## config.mk

```make
export PLATFORM = sky130hd
export DESIGN_NAME = pws_supervisor
export DESIGN_NICKNAME = d
export VERILOG_FILES = /design/src/hdl/pws_pkg.sv /design/src/hdl/pws_supervisor.sv
export SDC_FILE = /design/constraint.sdc
export NUM_CORES = 1
export LEC_CHECK = 0
export ABC_AREA = 1
export BUFFER_PORTS_ARGS = -buffer_cell sky130_fd_sc_hd__buf_2
export CORE_MARGIN = 1
export CORE_UTILIZATION = 45
export CTS_CLUSTER_SIZE = 8
export DETAILED_ROUTE_END_ITERATION = 7
export GPL_TIMING_DRIVEN = 0
export PLACE_DENSITY_LB_ADDON = 0.25
export SLEW_MARGIN = 20
export SYNTH_ARGS = -nofsm -noshare
export SYNTH_HDL_FRONTEND = slang
export SYNTH_SLANG_ARGS = --single-unit
```

## constraint.sdc

```tcl
create_clock -name CORE_CLK_IN -period 2.05 [get_ports CORE_CLK_IN]
set_input_delay 0.3075 -clock CORE_CLK_IN [delete_from_list [all_inputs] [get_ports CORE_CLK_IN]]
set_output_delay 0.3075 -clock CORE_CLK_IN [all_outputs]
set_load 0.02 [all_outputs]
```

## src/hdl/pws_pkg.sv

```systemverilog
package pws_pkg;

  // Core clock and the millisecond tick that stands in for the timing capacitor.
  localparam int CLK_PERIOD_NS = 25;
  localparam int TICK_PERIOD_NS = 1_000_000;
  localparam int CLKS_PER_TICK = TICK_PERIOD_NS / CLK_PERIOD_NS;
  localparam int TICK_PERIOD_MS = TICK_PERIOD_NS / 1_000_000;

  // Nominal intervals, each in its own unit.
  localparam int PRESS_ON_MS = 200;
  localparam int BLANK_WINDOW_S = 10;
  localparam int BUTTON_OFF_S = 10;
  localparam int KILL_DEBOUNCE_MS = 50;
  localparam int BUCK_HOLD_S = 1;
  localparam int KICK_GAP_MS = 1500;
  localparam int FAULT_PULSE_MS = 200;

  // Millisecond counters are this wide; ten seconds must fit.
  localparam int MS_W = 14;

  // Interval lengths in ticks.
  localparam logic [MS_W-1:0] PRESS_ON_TICKS = MS_W'(PRESS_ON_MS / TICK_PERIOD_MS);
  localparam logic [MS_W-1:0] BLANK_TICKS = MS_W'(BLANK_WINDOW_S * 1000 / TICK_PERIOD_MS);
  localparam logic [MS_W-1:0] BUTTON_OFF_TICKS = MS_W'(BUTTON_OFF_S * 1000 / TICK_PERIOD_MS);
  localparam logic [MS_W-1:0] KILL_DEB_TICKS = MS_W'(KILL_DEBOUNCE_MS / TICK_PERIOD_MS);
  localparam logic [MS_W-1:0] BUCK_HOLD_TICKS = MS_W'(BUCK_HOLD_S * 1000 / TICK_PERIOD_MS);
  localparam logic [MS_W-1:0] KICK_GAP_TICKS = MS_W'(KICK_GAP_MS / TICK_PERIOD_MS);
  localparam logic [MS_W-1:0] FAULT_TICKS = MS_W'(FAULT_PULSE_MS / TICK_PERIOD_MS);

  // Regulator count and largest combined group.
  localparam int NUM_BUCKS = 8;
  localparam int MAX_GROUP = 4;

  // Power-hold sequencing states.
  typedef enum logic [1:0] {PWS_OFF, PWS_BLANK, PWS_RUN} pws_state_t;

endpackage : pws_pkg

```

## src/hdl/pws_supervisor.sv

```systemverilog
`timescale 1ns/10ps
// Contract
// - Valid press raises power-hold for minimum time
// - No shutdown-request high in window: hold low
// - Shutdown-request low in normal run drops hold; the code drops it only while the button is released
// - Button held ten seconds drops hold
// - Global reset command drops hold
// - Button input is active low
// - Request low forces bucks off, plus one second
// - Request ignored during turn-on blanking window
// - Watchdog failure pulls fault low 200 ms
// - Kick edge needed every 1.5 s
// - Each buck has active-high enable
// - Tied feedback makes slave; groups up to four
// - All intervals use one common time base
// - Data line driven only during read-back
// - Press valid after 200 ms low
// - Request low debounced 50 ms
module pws_supervisor #(
  parameter int TICK_CLKS = pws_pkg::CLKS_PER_TICK
) (
  // Clock and reset.
  input wire logic CORE_CLK_IN,
  input wire logic RSTN_IN,
  // Pushbutton, shutdown request, watchdog kick.
  input wire logic BUTTON_N_IN,
  input wire logic SHUTDOWN_REQ_N_IN,
  input wire logic TIMER_KICK_IN,
  // Serial port side: decoded global reset and read-back bit.
  input wire logic RESET_ALL_IN,
  input wire logic READBACK_ACTIVE_IN,
  input wire logic READBACK_BIT_IN,
  // Regulator enables and feedback straps.
  input wire logic [pws_pkg::NUM_BUCKS-1:0] BUCK_ENABLE_IN,
  input wire logic [pws_pkg::NUM_BUCKS-1:0] BUCK_FEEDBACK_TIED_IN,
  // Open-drain power-hold and fault pins.
  output logic POWER_HOLD_OUT,
  output logic POWER_HOLD_OE_OUT,
  output logic TIMER_FAULT_N_OUT,
  output logic TIMER_FAULT_OE_OUT,
  // Open-drain serial data pin.
  output logic SDA_OUT,
  output logic SDA_OE_OUT,
  // Regulator run requests.
  output logic [pws_pkg::NUM_BUCKS-1:0] BUCK_RUN_OUT
);
  import pws_pkg::*;

  localparam int PRESC_W = $clog2(TICK_CLKS);

  // Finds the master of a regulator; an over-long chain leaves it independent.
  function automatic int master_of(input logic [NUM_BUCKS-1:0] tied, input int idx);
    int m;
    m = idx;
    for (int k = 0; k < MAX_GROUP - 1; k++)
    begin
      if (m > 0 && m == idx - k && tied[m])
        m = m - 1;
    end
    if (m > 0 && tied[m])
      m = idx;
    return m;
  endfunction : master_of

  logic [2:0] sync1_q;
  logic [2:0] sync2_q;
  logic kick_prev_q;
  logic [PRESC_W-1:0] presc_q;
  logic tick_q;
  logic [MS_W-1:0] btn_ms_q;
  logic [MS_W-1:0] kill_ms_q;
  logic [MS_W-1:0] win_ms_q;
  logic [MS_W-1:0] hold_ms_q;
  logic [MS_W-1:0] wd_ms_q;
  logic [MS_W-1:0] fault_ms_q;
  logic armed_q;
  logic kill_seen_q;
  logic pwr_q;
  logic fault_n_q;
  logic sda_oe_q;
  logic cfg_done_q;
  logic [NUM_BUCKS-1:0] tied_q;
  logic [NUM_BUCKS-1:0] run_q;
  pws_state_t state_q;
  logic btn_n;
  logic kill_n;
  logic kick_edge;
  logic press_done;
  logic button_off;
  logic kill_done;
  logic win_done;
  logic kill_force;
  logic bucks_off;
  logic wd_fail;

  // Two-flop synchronisers; idle levels avoid a false press or request at reset.
  always_ff @(posedge CORE_CLK_IN or negedge RSTN_IN)
  begin
    if (!RSTN_IN)
    begin
      sync1_q <= 3'h3;
      sync2_q <= 3'h3;
      kick_prev_q <= 1'b0;
    end
    else
    begin
      sync1_q <= {TIMER_KICK_IN, SHUTDOWN_REQ_N_IN, BUTTON_N_IN};
      sync2_q <= sync1_q;
      kick_prev_q <= sync2_q[2];
    end
  end

  // Decoded conditions, all taken from the second synchroniser stage.
  assign btn_n = sync2_q[0];
  assign kill_n = sync2_q[1];
  assign kick_edge = sync2_q[2] ^ kick_prev_q;
  assign press_done = !btn_n && btn_ms_q >= PRESS_ON_TICKS;
  assign button_off = !btn_n && btn_ms_q >= BUTTON_OFF_TICKS;
  assign kill_done = btn_n && kill_ms_q >= KILL_DEB_TICKS;
  assign win_done = win_ms_q >= BLANK_TICKS;
  assign kill_force = !kill_n && state_q != PWS_BLANK;
  assign bucks_off = kill_force || hold_ms_q != '0;
  assign wd_fail = state_q != PWS_OFF && !kick_edge && tick_q && wd_ms_q == KICK_GAP_TICKS;

  // Prescaler standing in for the timing capacitor.
  always_ff @(posedge CORE_CLK_IN or negedge RSTN_IN)
  begin
    if (!RSTN_IN)
    begin
      presc_q <= '0;
      tick_q <= 1'b0;
    end
    else
    begin
      tick_q <= presc_q == PRESC_W'(TICK_CLKS - 1);
      presc_q <= (presc_q == PRESC_W'(TICK_CLKS - 1)) ? '0 : presc_q + 1'b1;
    end
  end

  // Button low time; restarts at turn-on so the turn-on press is not read as a hold.
  always_ff @(posedge CORE_CLK_IN or negedge RSTN_IN)
  begin
    if (!RSTN_IN)
      btn_ms_q <= '0;
    else if (btn_n || (state_q == PWS_OFF && armed_q && press_done))
      btn_ms_q <= '0;
    else if (tick_q && btn_ms_q != BUTTON_OFF_TICKS)
      btn_ms_q <= btn_ms_q + 1'b1;
  end

  // A new turn-on needs the button released first.
  always_ff @(posedge CORE_CLK_IN or negedge RSTN_IN)
  begin
    if (!RSTN_IN)
      armed_q <= 1'b0;
    else if (btn_n)
      armed_q <= 1'b1;
    else if (state_q != PWS_OFF || RESET_ALL_IN)
      armed_q <= 1'b0;
  end

  // Request-low debounce, only counted in normal operation.
  always_ff @(posedge CORE_CLK_IN or negedge RSTN_IN)
  begin
    if (!RSTN_IN)
      kill_ms_q <= '0;
    else if (kill_n || state_q != PWS_RUN)
      kill_ms_q <= '0;
    else if (tick_q && kill_ms_q != KILL_DEB_TICKS)
      kill_ms_q <= kill_ms_q + 1'b1;
  end

  // Blanking window timer and record of the host raising its request.
  always_ff @(posedge CORE_CLK_IN or negedge RSTN_IN)
  begin
    if (!RSTN_IN)
    begin
      win_ms_q <= '0;
      kill_seen_q <= 1'b0;
    end
    else if (state_q != PWS_BLANK)
    begin
      win_ms_q <= '0;
      kill_seen_q <= 1'b0;
    end
    else
    begin
      if (tick_q && !win_done)
        win_ms_q <= win_ms_q + 1'b1;
      if (kill_n)
        kill_seen_q <= 1'b1;
    end
  end

  // Power-hold sequencer; the global reset overrides everything.
  always_ff @(posedge CORE_CLK_IN or negedge RSTN_IN)
  begin
    if (!RSTN_IN)
    begin
      state_q <= PWS_OFF;
      pwr_q <= 1'b0;
    end
    else if (RESET_ALL_IN)
    begin
      state_q <= PWS_OFF;
      pwr_q <= 1'b0;
    end
    else
    begin
      unique case (state_q)
        PWS_OFF:
          if (armed_q && press_done)
          begin
            state_q <= PWS_BLANK;
            pwr_q <= 1'b1;
          end
        PWS_BLANK:
          if (win_done)
          begin
            state_q <= kill_seen_q ? PWS_RUN : PWS_OFF;
            pwr_q <= kill_seen_q;
          end
        PWS_RUN:
          if (button_off || kill_done)
          begin
            state_q <= PWS_OFF;
            pwr_q <= 1'b0;
          end
      endcase
    end
  end

  // Regulator hold-off runs a further second after the request returns high.
  always_ff @(posedge CORE_CLK_IN or negedge RSTN_IN)
  begin
    if (!RSTN_IN)
      hold_ms_q <= '0;
    else if (kill_force)
      hold_ms_q <= BUCK_HOLD_TICKS;
    else if (tick_q && hold_ms_q != '0)
      hold_ms_q <= hold_ms_q - 1'b1;
  end

  // Watchdog gap timer, armed only while the system is on.
  always_ff @(posedge CORE_CLK_IN or negedge RSTN_IN)
  begin
    if (!RSTN_IN)
      wd_ms_q <= '0;
    else if (state_q == PWS_OFF || kick_edge || wd_fail)
      wd_ms_q <= '0;
    else if (tick_q)
      wd_ms_q <= wd_ms_q + 1'b1;
  end

  // Fault pulse; a failure during a pulse restarts it.
  always_ff @(posedge CORE_CLK_IN or negedge RSTN_IN)
  begin
    if (!RSTN_IN)
    begin
      fault_ms_q <= '0;
      fault_n_q <= 1'b1;
    end
    else if (wd_fail)
    begin
      fault_ms_q <= FAULT_TICKS;
      fault_n_q <= 1'b0;
    end
    else if (tick_q && fault_ms_q != '0)
    begin
      fault_ms_q <= fault_ms_q - 1'b1;
      fault_n_q <= fault_ms_q == MS_W'(1);
    end
  end

  // Read-back drive; the line is only ever pulled low.
  always_ff @(posedge CORE_CLK_IN or negedge RSTN_IN)
  begin
    if (!RSTN_IN)
      sda_oe_q <= 1'b0;
    else
      sda_oe_q <= READBACK_ACTIVE_IN && !READBACK_BIT_IN;
  end

  // Straps are caught once after reset; wiring does not change while running.
  always_ff @(posedge CORE_CLK_IN or negedge RSTN_IN)
  begin
    if (!RSTN_IN)
    begin
      cfg_done_q <= 1'b0;
      tied_q <= '0;
    end
    else if (!cfg_done_q)
    begin
      cfg_done_q <= 1'b1;
      tied_q <= BUCK_FEEDBACK_TIED_IN;
    end
  end

  // Each regulator follows the enable of its group master.
  generate
    for (genvar i = 0; i < NUM_BUCKS; i++)
    begin : g_buck
      always_ff @(posedge CORE_CLK_IN or negedge RSTN_IN)
      begin
        if (!RSTN_IN)
          run_q[i] <= 1'b0;
        else
          run_q[i] <= cfg_done_q && !bucks_off && BUCK_ENABLE_IN[master_of(tied_q, i)];
      end
    end
  endgenerate

  assign POWER_HOLD_OUT = pwr_q;
  assign POWER_HOLD_OE_OUT = !pwr_q;
  assign TIMER_FAULT_N_OUT = fault_n_q;
  assign TIMER_FAULT_OE_OUT = !fault_n_q;
  assign SDA_OUT = 1'b0;
  assign SDA_OE_OUT = sda_oe_q;
  assign BUCK_RUN_OUT = run_q;
endmodule : pws_supervisor

```

==> out/metrics.yaml, run 1 <==
outcome: "finished, final reports clean"
rsz0062_at_grt: "no"
clockBufferDepth: 2
switching_power_uw: 2020
die_area_sq_mm: 0.0175
synth_cell_types: 49
worstPathArrival_ps: 2070
cp-end-kind: "flip-flop"
grtUsageTotal_pct: 19.8
synth_edf_count: 0
power_leakage_uw: 0.00421
min_period_over_period_pct: 86.0
die_y_um: 132
r2r_slack_ps: 290
reg2reg_from: "state_q[0]$_DFFE_PN0P_"
rows: 47
synthFlopType: "dfrtp_1"
ys_ff_latch: 132
htree_levels: 4
hold_class: "in2reg"
cts_tree: "yes"
vias_per_cell: 4.90
clockRootBuffer: "clkbuf_16"
mappedNetlistArea_sq_mm: 0.00765
setup_violations: 0
grt_pass1_wl_um: 28200
placeableCoreArea_sq_mm: 0.0166
grt_pass1_vias: 6168
synthArstFlopShare_pct: 100
fillers: 1590
layout.nets: 1135
p_seq_share_pct: 42.8
hold_depth: 2
synthToLayoutAreaGrowth_pct: 14.4
port_buffers: 36
layout-drive-gt1-share_pct: 12.2
drc: 0
max-vdd-ir-drop_mv: 0.793
synth_area_leaders: "dfrtp_1 42%, nand2_1 12%, nor2_1 7.9%, inv_1 6.4%, nand3_1 5.1%"
synth_top_area_share_pct: 41.5
seq_area_frac_synth_pct: 43.3
vias: 6517
post-cts-setup-buffers: 0
die_w_um: 132
finClkSkew_ps: 9.85
crit_start: "state_q[0]$_DFFE_PN0P_"
crit_end: "fault_ms_q[10]$_DFFE_PN0P_"
grt_overflow_total: 0
max_cap_violations: 0
switching_share_pct: 29.7
tns_ps: 0
hpwl_um: 11300
reg2reg_depth: 9
slew_viol_final: 0
gp_congestion: 0.865
period_minus_slack_ps: 1760
grt_max_degree: 81
clkPwrFrac_pct: 43.1
critical_path.startpoint_type: "flip-flop"
clk_latency_ps: 420
cts_sinks: 132
antennaDiodeCount: 0
yosys_warnings: 0
start_util_pct: 46.1
fmax_mhz: 568
yosys.area.top_type: "dfrtp_1"
hold_viol: 0
critical_path_class: "reg2reg"
drtIter0Drc: 412
antenna_found_initial: 0
cts_inserted_buffers: 17
avgSynthCellArea_sq_um: 7.39
worstPathRequired_ps: 2350
synthCells: 1036
io_pins: 38
wl_um: 15900
fin_hold_ws_ps: 18.6
clkTransAtPathRegs_ps: 60
combinationalPowerShare_pct: 14.2
p_int_uw: 4790
ant_nets: 0
worst-path-max-fanout: 10
timing.rr.end: "fault_ms_q[10]$_DFFE_PN0P_"
syn_nets: 1075
power_density_mw_per_mm2: 778
first_pass_iters: 5
wire_per_inst_um: 11.9
[flip-flops by register name (all words and copies together), names as in the netlist]
register	count
TIMER_FAULT_N_OUT	1
SDA_OE_OUT	1
kill_ms_q	14
hold_ms_q	14
POWER_HOLD_OUT	1
tick_q	1
BUCK_RUN_OUT	8
kick_prev_q	1
fault_ms_q	14
sync2_q	3
kill_seen_q	1
wd_ms_q	14
state_q	2
sync1_q	3
armed_q	1
cfg_done_q	1
btn_ms_q	14
presc_q	16
tied_q	8
win_ms_q	14
[worst min path at each step]
| stage | from | to |
|---|---|---|
| 2_1_floorplan | RSTN_IN | BUCK_RUN_OUT[0]$_DFF_PN0_ |
| 3_3_place_gp | sync1_q[0]$_DFF_PN1_ | sync2_q[0]$_DFF_PN1_ |
| 3_5_place_dp | RSTN_IN | fault_ms_q[10]$_DFFE_PN0P_ |
| 4_1_cts | READBACK_BIT_IN | SDA_OE_OUT$_DFF_PN0_ |
| 5_1_grt | READBACK_BIT_IN | SDA_OE_OUT$_DFF_PN0_ |
| 6_report | READBACK_BIT_IN | SDA_OE_OUT$_DFF_PN0_ |
[cell families after synthesis]
logic type | synth area share [%]
multiplexers | 0.294
XOR/XNOR | 4.01
AND/OR/NAND/NOR | 34.6
adder cells (fa/ha/maj) | 2.45
flip-flops | 43.3
AO/OA/AOI/OAI | 7.20
other | 0.0982
buffers and inverters | 8.11
[synthesized netlist by cell type (3+ instances only)]
master / count
nand3_1: 78
nor2_2: 8
nand4_1: 28
xnor2_1: 4
nor3_1: 33
nand2_1: 252
buf_4: 3
a21oi_1: 26
inv_1: 130
buf_2: 8
o21ai_1: 24
clkbuf_1: 3
nand2_2: 9
dfrtp_1: 127
nand3b_1: 6
o21ai_0: 24
ha_1: 15
inv_2: 9
nand2_4: 3
xor2_1: 31
dfstp_2: 5
nor4_1: 3
nor2_4: 4
nor3_2: 6
o21bai_1: 6
nor2_1: 161
[repair_timing]
action                                 CTS  global route
gates resized for setup                  0             0
hold buffers                             4             0
endpoints found under the hold margin   55             0
[layout make-up]
| type | count | area (sq um) | area share, % |
|---|---|---|---|
| buffer | 16 | 88.8 | 1.02 |
| clock buffer | 19 | 443 | 5.06 |
| sequential | 132 | 3310 | 37.8 |
| inverter | 141 | 532 | 6.08 |
| timing repair buffer | 41 | 258 | 2.94 |
| multi-input combinational | 747 | 3720 | 42.5 |
| tap | 220 | 275 | 3.15 |
| clock inverter | 13 | 125 | 1.43 |
[worst max-delay path, stage by stage (launching register included)]
cell	delay (ps)
dfrtp_1	390
inv_1	80
ha_1	240
inv_1	80
nand2_1	60
nor2_2	230
nand2_2	160
buf_2	230
nand4_1	110
o21ai_1	60
[through the flow]
stage	worst slack (ps)	util (%)	total power, uW	instance area, sq um	std cells
floorplan	524	-	3620	7650	1036
global placement	-1180	48.9	3900	8110	1292
detailed placement	301	49.1	3920	8140	1293
CTS	282	52.8	6880	8750	1329
global route	85.7	52.8	7150	8750	1329
finish	288	52.8	6810	8750	1329
[cells in the final DEF (no fill, tap or decap), types with 3 or more instances in the layout]
| master | n |
|---|---|
| dfstp_2 | 5 |
| o21ai_1 | 24 |
| o21bai_1 | 6 |
| buf_4 | 3 |
| xnor2_1 | 4 |
| clkinv_4 | 4 |
| inv_2 | 9 |
| nor2_2 | 8 |
| nor3_2 | 6 |
| dlygate4sd3_1 | 4 |
| nand2_1 | 252 |
| inv_1 | 130 |
| dfrtp_1 | 127 |
| ha_1 | 15 |
| nand3_1 | 78 |
| a21oi_1 | 26 |
| clkbuf_1 | 4 |
| buf_2 | 43 |
| xor2_1 | 31 |
| nand2_4 | 3 |
| nor2_4 | 4 |
| nand3b_1 | 6 |
| nor2_1 | 161 |
| nor4_1 | 3 |
| o21ai_0 | 24 |
| nor3_1 | 33 |
| clkbuf_16 | 17 |
| nand2_2 | 9 |
| nand4_1 | 28 |
| inv_6 | 4 |
[power by group through the flow]
stage,Combinational (uW),Sequential (uW),Clock [uW]
2_1_floorplan,689,2930,0
3_3_place_gp,946,2950,0
3_5_place_dp,968,2950,0
4_1_cts,977,2910,3000
5_1_grt,1100,2940,3110
6_report,963,2910,2930
[routing by layer]
metal	global-route usage, %	part of all wire (%)	up-vias
met2	31.3	46	106
li1	-	-	3440
met4	7.85	1.4	0
met3	3.92	3.7	15
met1	26.6	49	2956
met5	0	0	-
Note: power is estimated with default switching activity, not from simulation.
==> run 2, diff against run 1 <==
PLACE_DENSITY = 0.64   (was unset)
PLACE_DENSITY_LB_ADDON = unset   (was 0.25)
==> run 2 against run 1 <==
  * Sequential share of layout area fell by 0.092 points
  * Critical path depth did not move
  * Die area did not move
  * First-iteration DRC count fell by 13%
  * Largest cell class unchanged
  * Highest routed layer unchanged
  * Clock power rose by 1%
  * Critical path type unchanged
==> out/metrics.yaml, run 2 (same netlist as run 1, synthesis figures left out) <==
io_pins: 38  # unchanged
fmax_mhz: 562  # -1.0%
hold_class: "in2reg"
htree_levels: 4  # unchanged
fillers: 1663  # +4.6%
regArea_sq_mm: 0.00331  # unchanged
period_minus_slack_ps: 1780  # +17.9 ps
grt_pass1_wl_um: 27900  # -1.1%
rows: 47  # unchanged
post-cts-setup-buffers: 0  # unchanged
grt_pass1_vias: 6078  # -1.5%
worstPathRequired_ps: 2340  # about the same
critical_path_class: "reg2reg"
ant_nets: 0  # unchanged
power_leakage_uw: 0.00422  # +0.25%
placeableCoreArea_sq_mm: 0.0166  # unchanged
clockBufferDepth: 2  # unchanged
die_y_um: 132  # unchanged
cp-end-kind: "flip-flop"
slew_viol_final: 0  # unchanged
layout.nets: 1136  # +0.088%
grt_overflow_total: 0  # unchanged
wire_per_inst_um: 11.8  # -1.4%
regMostFlops: "presc_q"
gp_congestion: 0.892  # +3.1%
clockRootBuffer: "clkbuf_16"
whs_endpoint: "SDA_OE_OUT$_DFF_PN0_"
first_pass_iters: 5  # unchanged
largest_reg_flops: 16  # unchanged
timing.rr.end: "fault_ms_q[7]$_DFFE_PN0P_"
antenna_found_initial: 0  # unchanged
grt_max_degree: 96  # +19%
clk_latency_ps: 420  # about the same
max_slew.worst_pin.slew_ps: 508
cts_sinks: 132  # unchanged
mostFrequentLayoutCells: "252 x nand2_1, 161 x nor2_1, 130 x inv_1, 127 x dfrtp_1, 78 x nand3_1"
drtIter0Drc: 357  # -13%
start_util_pct: 46.1  # unchanged
hold_depth: 3  # +1
cts_inserted_buffers: 17  # unchanged
layout-drive-gt1-share_pct: 12.3  # +0.079 points
r2r_slack_ps: 270  # -20 ps
outcome: "finished, final reports clean"
worstPathArrival_ps: 2070  # about the same
drc: 0  # unchanged
hold_viol: 0  # unchanged
slew_headroom_pct: 66.1
final_util_pct: 52.9  # +0.13 points
vias_per_cell: 4.91  # +0.17%
finClkSkew_ps: 8.64  # -1.21 ps
die_w_um: 132  # unchanged
layout_commonest_cell: "nand2_1"
rsz0062_at_grt: "no"
critical_path.startpoint_type: "flip-flop"
multi_input_area_sq_mm: 0.00372  # unchanged
tns_ps: 0  # unchanged
power_density_mw_per_mm2: 780  # +0.24%
min_period_over_period_pct: 86.8  # +0.87 points
reg2reg_depth: 9  # unchanged
hpwl_um: 11300  # +0.49%
vias: 6533  # +0.25%
fin_hold_ws_ps: 83.6  # +65.0 ps
worst-path-max-fanout: 10  # unchanged
place_inst: 1293  # unchanged
reg2reg_from: "fault_ms_q[0]$_DFFE_PN0P_"
antennaDiodeCount: 0  # unchanged
setup_violations: 0  # unchanged
stdcell_count: 1330  # +0.075%
worstHoldStart: "READBACK_ACTIVE_IN"
grtUsageTotal_pct: 19.6  # -0.17 points
clkTransAtPathRegs_ps: 60  # about the same
cts_tree: "yes"
wl_um: 15600  # -1.3%
max_cap_violations: 0  # unchanged
synthToLayoutAreaGrowth_pct: 14.7
port_buffers: 36  # unchanged
die_area_sq_mm: 0.0175  # unchanged
max-vdd-ir-drop_mv: 0.984  # +24%
-- run 2: cell type report --
cell class	count	area share, %
multi-input cells	747	42.4
plain buffers	16	1.01
clock inverters	14	1.60
flip-flops and latches	132	37.7
inverters	141	6.06
well taps	220	3.14
clock buffers	18	5.01
repair buffers	42	3.05
-- run 2: worst max-delay path by stage --
| stage | start | end | slack (ps) | cells past startpoint |
|---|---|---|---|---|
| after floorplan | state_q[0]$_DFFE_PN0P_ | fault_ms_q[0]$_DFFE_PN0P_ | 520 | 9 |
| after global placement | RSTN_IN | kill_ms_q[7]$_DFFE_PN0P_ | -1180 | 1 |
| after detailed placement | fault_ms_q[0]$_DFFE_PN0P_ | fault_ms_q[7]$_DFFE_PN0P_ | 270 | 9 |
| after CTS | fault_ms_q[0]$_DFFE_PN0P_ | fault_ms_q[7]$_DFFE_PN0P_ | 260 | 9 |
| after global routing | fault_ms_q[0]$_DFFE_PN0P_ | fault_ms_q[7]$_DFFE_PN0P_ | 100 | 9 |
| final | fault_ms_q[0]$_DFFE_PN0P_ | fault_ms_q[7]$_DFFE_PN0P_ | 270 | 9 |
-- run 2: layer usage --
layer	share of wire, %	wire length (um)	vias to the layer above	track usage (%)
li1	-	-	3440	-
met1	49	7740	2976	26.7
met2	46	7180	98	31.0
met3	3.4	525	19	4.50
met4	1.3	210	0	5.87
met5	0	0	-	0
-- run 2: report_power, final --
group / leakage [uW] / total [uW] / switching [uW] / internal (uW)
clock network: 0.000281 / 2970 / 1230 / 1740
registers: 0.00175 / 2910 / 157 / 2750
logic: 0.00219 / 966 / 646 / 320
total: 0.00422 / 6840 / 2030 / 4810
-- run 2: critical path: stages (launching register included) --
cell     delay [ps]
dfrtp_1         430
inv_1            80
ha_1            250
nand2_1         180
nor2_4           70
a21oi_2         180
buf_2           260
nand2_1          70
nand2_1          60
nand3_1          60
-- run 2: per-stage QoR --
| stage | setup slack (ps) | instance area, sq um | power (uW) |
|---|---|---|---|
| 2_1_floorplan | 524 | 7650 | 3620 |
| 3_3_place_gp | -1180 | 8110 | 3900 |
| 3_5_place_dp | 272 | 8140 | 3920 |
| 4_1_cts | 259 | 8760 | 6940 |
| 5_1_grt | 103 | 8770 | 7230 |
| 6_report | 270 | 8770 | 6840 |
-- run 2: timing repair --
item | 4_1_cts | 5_1_grt
resized for setup | 0 | 0
endpoints found under the hold margin | 39 | 1
hold buffers | 4 | 1
==> run 3, diff against run 2 <==
PLACE_DENSITY = 0.62   (was 0.64)
==> run 3 against run 2 <==
  * Sequential share of layout area fell by 0.059 points
  * Hold slack got worse by 64 ps
  * Clock power rose by 5%
  * Worst setup slack improved by 2.1 ps
  * Critical path depth did not move
  * Die area did not move
  * Critical endpoint unchanged
  * Flip-flop and latch count did not move
  * Fmax rose by 0.12%
  * Final cell count barely moved
==> out/metrics.yaml, run 3 (same netlist as run 1, synthesis figures left out) <==
layout-drive-gt1-share_pct: 12.2  # -0.079 points
cts_inserted_buffers: 17  # unchanged
htree_levels: 4  # unchanged
post_cts_resized: 0  # unchanged
clockBufferDepth: 2  # unchanged
rsz0062_at_grt: "no"
drc: 0  # unchanged
fmax_mhz: 563  # +0.12%
cts_sinks: 132  # unchanged
worst-path-max-fanout: 10  # unchanged
max_slew.worst_pin.slew_ps: 527  # +18.2 ps
power_leakage_uw: 0.00422  # about the same
placeableCoreArea_sq_mm: 0.0166  # unchanged
regMostFlops: "presc_q"
tns_ps: 0  # unchanged
critPathSlowestCell: "dfrtp_1"
max_cap_violations: 0  # unchanged
outcome: "finished, final reports clean"
hold_viol: 0  # unchanged
gp_congestion: 0.847  # -5.0%
hold_class: "in2reg"
power_density_mw_per_mm2: 797  # +2.2%
critPathMaxStageDelay_ps: 440  # about the same
min_period_over_period_pct: 86.7  # -0.10 points
antenna_found_initial: 0  # unchanged
slew_viol_final: 0  # unchanged
critical_path_class: "reg2reg"
die_y_um: 132  # unchanged
first_pass_iters: 5  # unchanged
layout_commonest_cell: "nand2_1"
synthToLayoutAreaGrowth_pct: 14.8
path_common_cell: "nand2_1"
start_util_pct: 46.1  # unchanged
critical_path.startpoint_type: "flip-flop"
grt_max_degree: 94  # -2.1%
die_area_sq_mm: 0.0175  # unchanged
max-vdd-ir-drop_mv: 0.595  # -40%
period_minus_slack_ps: 1780  # -2.08 ps
crit_chain: "inv_1, ha_1, nand2_1, nor2_4, a21oi_2, buf_2, nand2_1, nand2_1, nand3_1"
largest_reg_flops: 16  # unchanged
setup_violations: 0  # unchanged
die_w_um: 132  # unchanged
grtUsageTotal_pct: 19.7  # +0.15 points
wl_um: 15900  # +1.8%
grt_overflow_total: 0  # unchanged
antennaDiodeCount: 0  # unchanged
cp-end-kind: "flip-flop"
cts_hold_buffers: 4  # unchanged
wire_per_inst_um: 12.0  # +1.9%
clockRootBuffer: "clkbuf_16"
slew_headroom_pct: 64.9  # -1.2 points
grt_pass1_vias: 5977  # -1.7%
rows: 47  # unchanged
finClkSkew_ps: 10.1  # +1.46 ps
design_area_sq_mm: 0.00879  # +0.16%
worstPathArrival_ps: 2080  # about the same
clk_latency_ps: 430  # about the same
io_pins: 38  # unchanged
port_buffers: 36  # unchanged
clkTransAtPathRegs_ps: 60  # about the same
worstPathRequired_ps: 2350  # about the same
vias: 6516  # -0.26%
post-cts-setup-buffers: 0  # unchanged
power.total_uw: 7000  # +2.3%
vias_per_cell: 4.90  # -0.19%
layout.nets: 1135  # -0.088%
fin_hold_ws_ps: 20.0  # -63.6 ps
placed_area_sq_mm: 0.00814  # unchanged
cts_tree: "yes"
hpwl_um: 11300  # +0.11%
drtIter0Drc: 314  # -12%
ant_nets: 0  # unchanged
mostFrequentLayoutCells: "252 x nand2_1, 161 x nor2_1, 130 x inv_1, 127 x dfrtp_1, 78 x nand3_1"
grt_pass1_wl_um: 27900  # about the same
[run 3: path summary, 6_finish.rpt]
| check | startpoint | to | slack, ps | cells after the start |
|---|---|---|---|---|
| max | fault_ms_q[0]$_DFFE_PN0P_ | fault_ms_q[7]$_DFFE_PN0P_ | 270 | 9 |
| min | READBACK_BIT_IN | SDA_OE_OUT$_DFF_PN0_ | 20 | 2 |
| max reg2reg | fault_ms_q[0]$_DFFE_PN0P_ | fault_ms_q[7]$_DFFE_PN0P_ | 270 | 9 |
| min reg2reg | sync1_q[0]$_DFF_PN1_ | sync2_q[0]$_DFF_PN1_ | 360 | 0 |
| max in group asynchronous | RSTN_IN | sync1_q[0]$_DFF_PN1_ | 930 | 3 |
| min in group asynchronous | RSTN_IN | btn_ms_q[10]$_DFFE_PN0P_ | 360 | 2 |
[run 3: where the power goes]
group | leakage [uW] | internal [uW] | switching, uW
combinational | 0.00219 | 318 | 656
sequential | 0.00175 | 2750 | 156
clock | 0.000284 | 1920 | 1200
total | 0.00422 | 4990 | 2010
[run 3: final cells by class]
cell class | count | area, sq um
multi-input combinational | 747 | 3720
clock buffer | 18 | 429
sequential | 132 | 3310
tap | 220 | 275
timing repair buffer | 41 | 258
buffer | 16 | 88.8
inverter | 141 | 532
fill | 1676 | 7800
clock inverter | 14 | 174
[run 3: per-layer routing]
metal / up-vias / global-route usage (%) / part of all wire (%)
met2: 79 / 31.5 / 46
met1: 2995 / 27.0 / 50
li1: 3427 / - / -
met3: 15 / 4.27 / 3.1
met4: 0 / 5.62 / 0.90
met5: - / 0 / 0
[run 3: stage by stage]
step | setup WS [ps] | utilization, % | instances
2_1_floorplan | 524 | - | 1036
3_3_place_gp | -1240 | 48.9 | 1292
6_report | 272 | 53.0 | 1329
3_5_place_dp | 292 | 49.1 | 1293
5_1_grt | 128 | 53.0 | 1329
4_1_cts | 258 | 53.0 | 1329
[run 3: critical path, delay by kind of cell (launching register included)]
| family | cells | cell delay (ps) |
|---|---|---|
| AOI/OAI and AO/OA | 1 | 170 |
| adders and majority gates | 1 | 260 |
| buffers and inverters | 2 | 330 |
| DFF | 1 | 440 |
| and+or+nand+nor | 5 | 450 |
